File: config.mk
export PLATFORM = sky130hd
export DESIGN_NAME = radio_event_interrupt_unit
export DESIGN_NICKNAME = d
export VERILOG_FILES = /design/src/include/reiu_pkg.sv /design/src/rtl/reiu_sync_edge.sv /design/src/rtl/radio_event_interrupt_unit.sv
export SDC_FILE = /design/constraint.sdc
export NUM_CORES = 1
export LEC_CHECK = 0
export ABC_AREA = 1
export BUFFER_PORTS_ARGS = -buffer_cell sky130_fd_sc_hd__buf_2
export CAP_MARGIN = 20
export CORE_MARGIN = 3
export CORE_UTILIZATION = 55
export DETAILED_ROUTE_END_ITERATION = 7
export GPL_ROUTABILITY_DRIVEN = 0
export PLACE_DENSITY = 0.9
export SLEW_MARGIN = 10
export SYNTH_ARGS = -nofsm -noshare
export SYNTH_HDL_FRONTEND = slang
export SYNTH_SLANG_ARGS = --single-unit
File: constraint.sdc
create_clock -name clk_sys -period 1.6 [get_ports clk_sys]
set_input_delay 0.24 -clock clk_sys [delete_from_list [all_inputs] [get_ports clk_sys]]
set_output_delay 0.24 -clock clk_sys [all_outputs]
set_load 0.02 [all_outputs]
File: src/include/reiu_pkg.sv
// Package: register offsets, field positions and reset values of the event unit
package reiu_pkg;
	localparam int ADDR_W = 11;
	localparam int DATA_W = 8;
	localparam logic [10:0] OFS_PIN_A_EN_LOW = 11'h3C7;
	localparam logic [10:0] OFS_PIN_A_EN_HIGH = 11'h3C8;
	localparam logic [10:0] OFS_PIN_B_EN_LOW = 11'h3C9;
	localparam logic [10:0] OFS_PIN_B_EN_HIGH = 11'h3CA;
	localparam logic [10:0] OFS_FLAGS_LOW = 11'h3CB;
	localparam logic [10:0] OFS_FLAGS_HIGH = 11'h3CC;
	// Low flag register bit positions
	localparam int BIT_READY = 1;
	localparam int BIT_WAKE = 2;
	localparam int BIT_IDLE = 3;
	localparam int BIT_COLD = 4;
	localparam int BIT_BATT = 5;
	// High flag register bit positions
	localparam int BIT_CCA = 0;
	localparam int BIT_SFD_RX = 1;
	localparam int BIT_SFD_TX = 2;
	localparam int BIT_FRM_RX = 3;
	localparam int BIT_FRM_TX = 4;
	// Implemented bits; reserved positions of the flag registers read as zero
	localparam logic [7:0] MASK_LOW = 8'h3E;
	localparam logic [7:0] MASK_HIGH = 8'h1F;
	// Enable reset values: only ready-after-sleep on the low registers
	localparam logic [7:0] EN_LOW_RESET = 8'h02;
	localparam logic [7:0] EN_HIGH_RESET = 8'h00;
	// Flags latched at power-up: ready, wake, idle, cold reset
	localparam logic [7:0] FLAGS_LOW_POWERUP = 8'h1E;
	localparam logic [7:0] ZERO8 = 8'h00;
endpackage

File: src/rtl/reiu_sync_edge.sv
// Two-stage synchroniser with rising-edge pulse output
`timescale 1ns/1ns
`default_nettype none
module reiu_sync_edge #(
	parameter int WIDTH = 1
) (
	// Clock and reset
	input wire logic clk_sys,
	input wire logic reset,
	// Asynchronous levels in, one-cycle rise pulses out
	input wire logic [WIDTH-1:0] levelIn,
	output logic [WIDTH-1:0] levelSync,
	output logic [WIDTH-1:0] risePulse
);
	logic [WIDTH-1:0] stage1;
	logic [WIDTH-1:0] stage2;
	logic [WIDTH-1:0] stage3;

	// First stage feeds only the second
	always_ff @(posedge clk_sys) begin
		if (reset) begin
			stage1 <= '0;
			stage2 <= '0;
			stage3 <= '0;
		end else begin
			stage1 <= levelIn;
			stage2 <= stage1;
			stage3 <= stage2;
		end
	end

	// Edge detection on settled stages only
	assign levelSync = stage2;
	assign risePulse = stage2 & ~stage3;
endmodule
`default_nettype wire

File: src/rtl/radio_event_interrupt_unit.sv
// Event flag latching, per-pin enables and pin drive of the radio event unit
`timescale 1ns/1ns
`default_nettype none
module radio_event_interrupt_unit
	import reiu_pkg::*;
(
	// Clock and reset
	input wire logic clk_sys,
	input wire logic reset,
	// Register port from the serial control port
	input wire logic regWrite,
	input wire logic [reiu_pkg::ADDR_W-1:0] regAddr,
	input wire logic [reiu_pkg::DATA_W-1:0] regWriteData,
	output logic [reiu_pkg::DATA_W-1:0] regReadData,
	// Power and mode state
	input wire logic sleepMode,
	input wire logic wakeStrobe,
	input wire logic serial_stream_mode,
	input wire logic streamFrameSync,
	// Packet manager events, same clock
	input wire logic packetMode,
	input wire logic receiveState,
	input wire logic frameSentDone,
	input wire logic frameStored,
	input wire logic frameCheckOk,
	input wire logic delimSentDone,
	input wire logic delimFound,
	input wire logic channelCheckEnd,
	input wire logic controller_ready_flag,
	input wire logic portReadyFlag,
	// Hardware circuit levels, asynchronous
	input wire logic battLowLevel,
	input wire logic wakeTimerZero,
	// Pins and status
	output logic event_pin_a,
	output logic event_pin_a_oe,
	output logic event_pin_b,
	output logic event_pin_b_oe,
	output logic statusPending
);
	logic [7:0] pin_a_enable_low;
	logic [7:0] pin_a_enable_high;
	logic [7:0] pin_b_enable_low;
	logic [7:0] pin_b_enable_high;
	logic [7:0] event_flags_low;
	logic [7:0] event_flags_high;
	logic [7:0] setLow;
	logic [7:0] setHigh;
	logic [7:0] clrLow;
	logic [7:0] clrHigh;
	logic [1:0] asyncRise;
	logic prevCtrlReady;
	logic prevPortReady;
	logic wasAsleep;
	logic coldStart;
	logic next_pinA;
	logic next_pinB;

	// Battery and wake timer come from other circuits; synchronise them
	reiu_sync_edge #(
		.WIDTH(2)
	) u_sync (
		.clk_sys(clk_sys),
		.reset(reset),
		.levelIn({wakeTimerZero, battLowLevel}),
		.levelSync(),
		.risePulse(asyncRise)
	);

	// Rising-edge history of status word flags
	always_ff @(posedge clk_sys) begin
		if (reset) begin
			prevCtrlReady <= 1'b0;
			prevPortReady <= 1'b0;
		end else begin
			prevCtrlReady <= controller_ready_flag;
			prevPortReady <= portReadyFlag;
		end
	end

	// Ready event only counts after a sleep exit; reset leaves it disarmed
	always_ff @(posedge clk_sys) begin
		if (reset) begin
			wasAsleep <= 1'b0;
		end else if (sleepMode) begin
			wasAsleep <= 1'b1;
		end else if (portReadyFlag && !prevPortReady) begin
			wasAsleep <= 1'b0;
		end
	end

	// One-shot marker for the power-up flag preset
	always_ff @(posedge clk_sys) begin
		if (reset) begin
			coldStart <= 1'b1;
		end else begin
			coldStart <= 1'b0;
		end
	end

	// Event set terms
	always_comb begin
		setLow = ZERO8;
		setHigh = ZERO8;
		setHigh[BIT_FRM_TX] = packetMode && frameSentDone;
		setHigh[BIT_FRM_RX] = packetMode && frameStored
			&& frameCheckOk;
		setHigh[BIT_SFD_TX] = packetMode && delimSentDone;
		setHigh[BIT_SFD_RX] = receiveState && delimFound;
		setHigh[BIT_CCA] = channelCheckEnd;
		setLow[BIT_BATT] = asyncRise[0];
		setLow[BIT_IDLE] = controller_ready_flag && !prevCtrlReady;
		setLow[BIT_WAKE] = asyncRise[1];
		setLow[BIT_READY] = wasAsleep && portReadyFlag
			&& !prevPortReady;
	end

	// Write-one-to-clear decode; zeros leave flags alone
	always_comb begin
		clrLow = ZERO8;
		clrHigh = ZERO8;
		if (regWrite && regAddr == OFS_FLAGS_LOW) begin
			clrLow = regWriteData;
		end
		if (regWrite && regAddr == OFS_FLAGS_HIGH) begin
			clrHigh = regWriteData;
		end
	end

	// Sticky flags; a new event beats a same-cycle clear
	always_ff @(posedge clk_sys) begin
		if (reset) begin
			event_flags_low <= ZERO8;
			event_flags_high <= ZERO8;
		end else if (coldStart) begin
			event_flags_low <= FLAGS_LOW_POWERUP;
			event_flags_high <= ZERO8;
		end else begin
			event_flags_low <= ((event_flags_low & ~clrLow) | setLow)
				& MASK_LOW;
			event_flags_high <= ((event_flags_high & ~clrHigh) | setHigh)
				& MASK_HIGH;
		end
	end

	// Enable registers; reset and wake restore the ready-only pattern
	always_ff @(posedge clk_sys) begin
		if (reset || wakeStrobe) begin
			pin_a_enable_low <= EN_LOW_RESET;
			pin_a_enable_high <= EN_HIGH_RESET;
			pin_b_enable_low <= EN_LOW_RESET;
			pin_b_enable_high <= EN_HIGH_RESET;
		end else if (regWrite) begin
			case (regAddr)
				OFS_PIN_A_EN_LOW: pin_a_enable_low <= regWriteData;
				OFS_PIN_A_EN_HIGH: pin_a_enable_high <= regWriteData;
				OFS_PIN_B_EN_LOW: pin_b_enable_low <= regWriteData;
				OFS_PIN_B_EN_HIGH: pin_b_enable_high <= regWriteData;
				default: begin
				end
			endcase
		end
	end

	// Registered read mux; unmapped addresses read zero
	always_ff @(posedge clk_sys) begin
		if (reset) begin
			regReadData <= ZERO8;
		end else begin
			case (regAddr)
				OFS_PIN_A_EN_LOW: regReadData <= pin_a_enable_low;
				OFS_PIN_A_EN_HIGH: regReadData <= pin_a_enable_high;
				OFS_PIN_B_EN_LOW: regReadData <= pin_b_enable_low;
				OFS_PIN_B_EN_HIGH: regReadData <= pin_b_enable_high;
				OFS_FLAGS_LOW: regReadData <= event_flags_low;
				OFS_FLAGS_HIGH: regReadData <= event_flags_high;
				default: regReadData <= ZERO8;
			endcase
		end
	end

	// Masked OR of flags per pin
	always_comb begin
		next_pinA = |(event_flags_low & pin_a_enable_low)
			|| |(event_flags_high & pin_a_enable_high);
		next_pinB = |(event_flags_low & pin_b_enable_low)
			|| |(event_flags_high & pin_b_enable_high);
	end

	// Pin drive; pin B is handed to frame sync in stream mode
	always_ff @(posedge clk_sys) begin
		if (reset) begin
			event_pin_a <= 1'b0;
			event_pin_b <= 1'b0;
			event_pin_a_oe <= 1'b0;
			event_pin_b_oe <= 1'b0;
		end else begin
			event_pin_a <= next_pinA;
			event_pin_b <= serial_stream_mode ? streamFrameSync
				: next_pinB;
			event_pin_a_oe <= !sleepMode;
			event_pin_b_oe <= !sleepMode;
		end
	end

	// Pending bit follows interrupts, not frame sync
	always_ff @(posedge clk_sys) begin
		if (reset) begin
			statusPending <= 1'b0;
		end else begin
			statusPending <= next_pinA
				|| (next_pinB && !serial_stream_mode);
		end
	end
endmodule
`default_nettype wire

==> reports/results.ini <==
[run_status]
status = finished, violations left
violations = DRC

[pwr]
p_leak_uw = 0.001462
powerDensity_nw_per_um2 = 1022
ir_drop_mv = 0.8012

[timing]
period_share_pct = 83.97
rsz0062_at_grt = false
finalClockSkew_ns = 0.003913
hold_viol = 0
slew_headroom_pct = 76.76
slew_viol_final = 0
fmax_ghz = 0.7443
fin_tns_setup_ns = 0
setup_viol_count_final = 0
fin_crit_ns = 1.344
worst_slew_pin_slew_ns = 0.3482

[cts]
post_cts_buffers = 0
hold_buffers = 0
h-tree-depth = 3
cts_tree = done
worstSkewPairLatency_ns = 0.35
clock_path_buffers = 2
cts_root_buffer = clkbuf_8
cts.sink_count = 64
postCtsResizedCells = 0
cts_buffers = 9
clkTransAtPathRegs_ns = 0.08

[flow_run]
timing.max_cap.violations = 0

[logic_synthesis]
yosysUniqueCellTypes = 29
synth_area_um2 = 2890
synth_seq_cells = 64
ys_warn_count = 0
synth_nets = 419
ys_seq_area_share_pct = 44.33
synth_cells = 381
synth.avg_cell_area_um2 = 7.586

[global_routing]
antenna_found_initial = 0
overflow = 0
grt_pass1_wl_um = 12050
grt_usage_pct = 25.19
grt_max_degree = 33
grt_pass1_vias = 2568

[worst_setup_path]
crit_buf_inv = 1
rrSetupSlack_ns = 0.47
critPathLaunchType = primary input
critPathArrivalTime_ns = 1.57
cp-end-kind = flip-flop
timing.rr.end = statusPending$_SDFF_PP0_
path_class = primary input to flip-flop
r2r-start = event_flags_low[3]$_SDFF_PP0_
r2r_cells = 4
path_cells = buf_2 -> nor2_1 -> nand2_1 -> nor2_4 -> nand3_2 -> o21ai_0 -> a21oi_1
crit_path_max_fanout = 16
critPathMaxStageDelay_ns = 0.35
cp.required_ns = 1.83
critPathSlowestCell = nand3_2
critPathTopFamily = simple AND/OR/NAND/NOR gates

[drt]
vias = 2814
ant_nets = 0
wl_per_cell_um = 14.45
routed_wl_um = 7328
drt_iter0_markers = 537
drc = 2
dr.pass1.iters = 8
drt-vias-per-instance = 5.550

[finish]
fin_util_pct = 69.12
diodes = 0
area_growth_syn_to_layout_pct = 17.45
num-fill-cells = 397
multiInputGateArea_um2 = 1255
num-nets-final = 473
register_area_um2 = 1281
drive_gt1_share_pct = 21.82

[place]
portBuffers = 50
dp_hpwl_um = 4948

[floorplan]
start_util_pct = 58.85
io_pins = 51
core.rowCount = 25
coreArea_um2 = 4911
die_h_um = 78.49
die_w_um = 78.49
dieArea_um2 = 6161

[worst_hold_path]
hp-class = primary input to flip-flop
hold_end = event_pin_b_oe$_SDFF_PP0_
holdCritStartpoint = sleepMode
holdPathStages = 2

-- worst register-to-register path, delay by kind of cell (launching register included) --
kind	cells	cell delay, ns
flip-flops	1	0.37
AND/OR/NAND/NOR	3	0.32
AO/OA/AOI/OAI	1	0.33
-- report_power, final --
part / switching, uW / internal [uW]
clock: 703 / 892
sequential: 23.1 / 1620
combinational: 146 / 83.0
-- layer usage --
metal / share of wire (%) / track usage [%]
met1: 40 / 31.58
met2: 45 / 39.04
met3: 12 / 7.569
met4: 3.1 / 13.11
met5: 0 / 0
-- area by class of cell --
type	count	share of cell area, %
clock buffers	9	3.649
clock inverters	7	3.022
inverters	60	6.635
multi-input cells	242	36.97
flip-flops and latches	64	37.74
well taps	67	2.470
repair buffers	58	9.510
-- stage by stage --
stage          hold WS [ns]  cell area (um^2)  power (uW)  std cells  setup slack, ns
3_5_place_dp         0.4005              3168        1906        491         -0.02544
5_1_grt             0.06992              3395        3573        507           0.1226
2_1_floorplan        0.2677              2890        1801        381           0.3916
4_1_cts             0.06009              3395        3468        507           0.2853
3_3_place_gp         0.3921              3168        1897        491          0.07349
6_report            0.06649              3395        3470        507           0.2564
-- how the worst max path moves through the flow --
stage / to / depth (start not counted) / from / slack (ns)
6_report: pin_a_enable_low[2]$_SDFFE_PP0P_ / 7 / regAddr[5] / 0.26
5_1_grt: pin_a_enable_low[2]$_SDFFE_PP0P_ / 7 / regAddr[5] / 0.12
4_1_cts: pin_a_enable_low[2]$_SDFFE_PP0P_ / 7 / regAddr[5] / 0.29
3_5_place_dp: pin_a_enable_low[5]$_SDFFE_PP0P_ / 7 / regAddr[5] / -0.03
3_3_place_gp: pin_a_enable_low[2]$_SDFFE_PP0P_ / 7 / regAddr[10] / 0.07
2_1_floorplan: pin_a_enable_high[6]$_SDFFE_PP0P_ / 8 / regAddr[5] / 0.39
-- state kept, by name, summed over array words and instances, names as in the netlist --
register and cells:
coldStart 1, event_flags_high 5, event_flags_low 5, event_pin_a 1, event_pin_b 1, event_pin_b_oe 1
pin_a_enable_high 8, pin_a_enable_low 8, pin_b_enable_high 8, pin_b_enable_low 8, prevCtrlReady 1, prevPortReady 1
regReadData 8, statusPending 1, u_sync.levelSync 2, u_sync.stage1 2, u_sync.stage3 2, wasAsleep 1
-- layout by cell type, fill, tap and decap left out, types with 3 or more instances in the layout --
| master | count |
|---|---|
| nand3_2 | 3 |
| buf_4 | 7 |
| dfxtp_1 | 64 |
| nand3_1 | 45 |
| nand2_1 | 46 |
| nor2_8 | 3 |
| clkbuf_8 | 9 |
| o21ai_1 | 18 |
| buf_2 | 50 |
| o21ai_0 | 32 |
| a21oi_1 | 46 |
| nand2_2 | 4 |
| inv_1 | 58 |
| nor2_1 | 29 |
-- Yosys cell counts, drive strengths merged --
cell type / count / share of area, %
o31ai: 1 / 0.26
dfxtp: 64 / 44
o21ai: 51 / 9.0
or2: 1 / 0.22
buf: 10 / 3.8
nand3: 50 / 10
nand2: 51 / 7.2
a211oi: 1 / 0.26
a221oi: 1 / 0.30
inv: 60 / 7.8
o211ai: 2 / 0.69
clkbuf: 5 / 0.65
a21oi: 46 / 8.0
nor2: 36 / 7.1
nand4: 2 / 0.43
-- cell families after synthesis --
logic type | Yosys count | synth area share, %
flip-flops | 64 | 44.33
buffers and inverters | 75 | 12.25
AO/OA/AOI/OAI | 102 | 18.44
AND/OR/NAND/NOR | 140 | 24.98
Power figures use the tool's default switching activity.
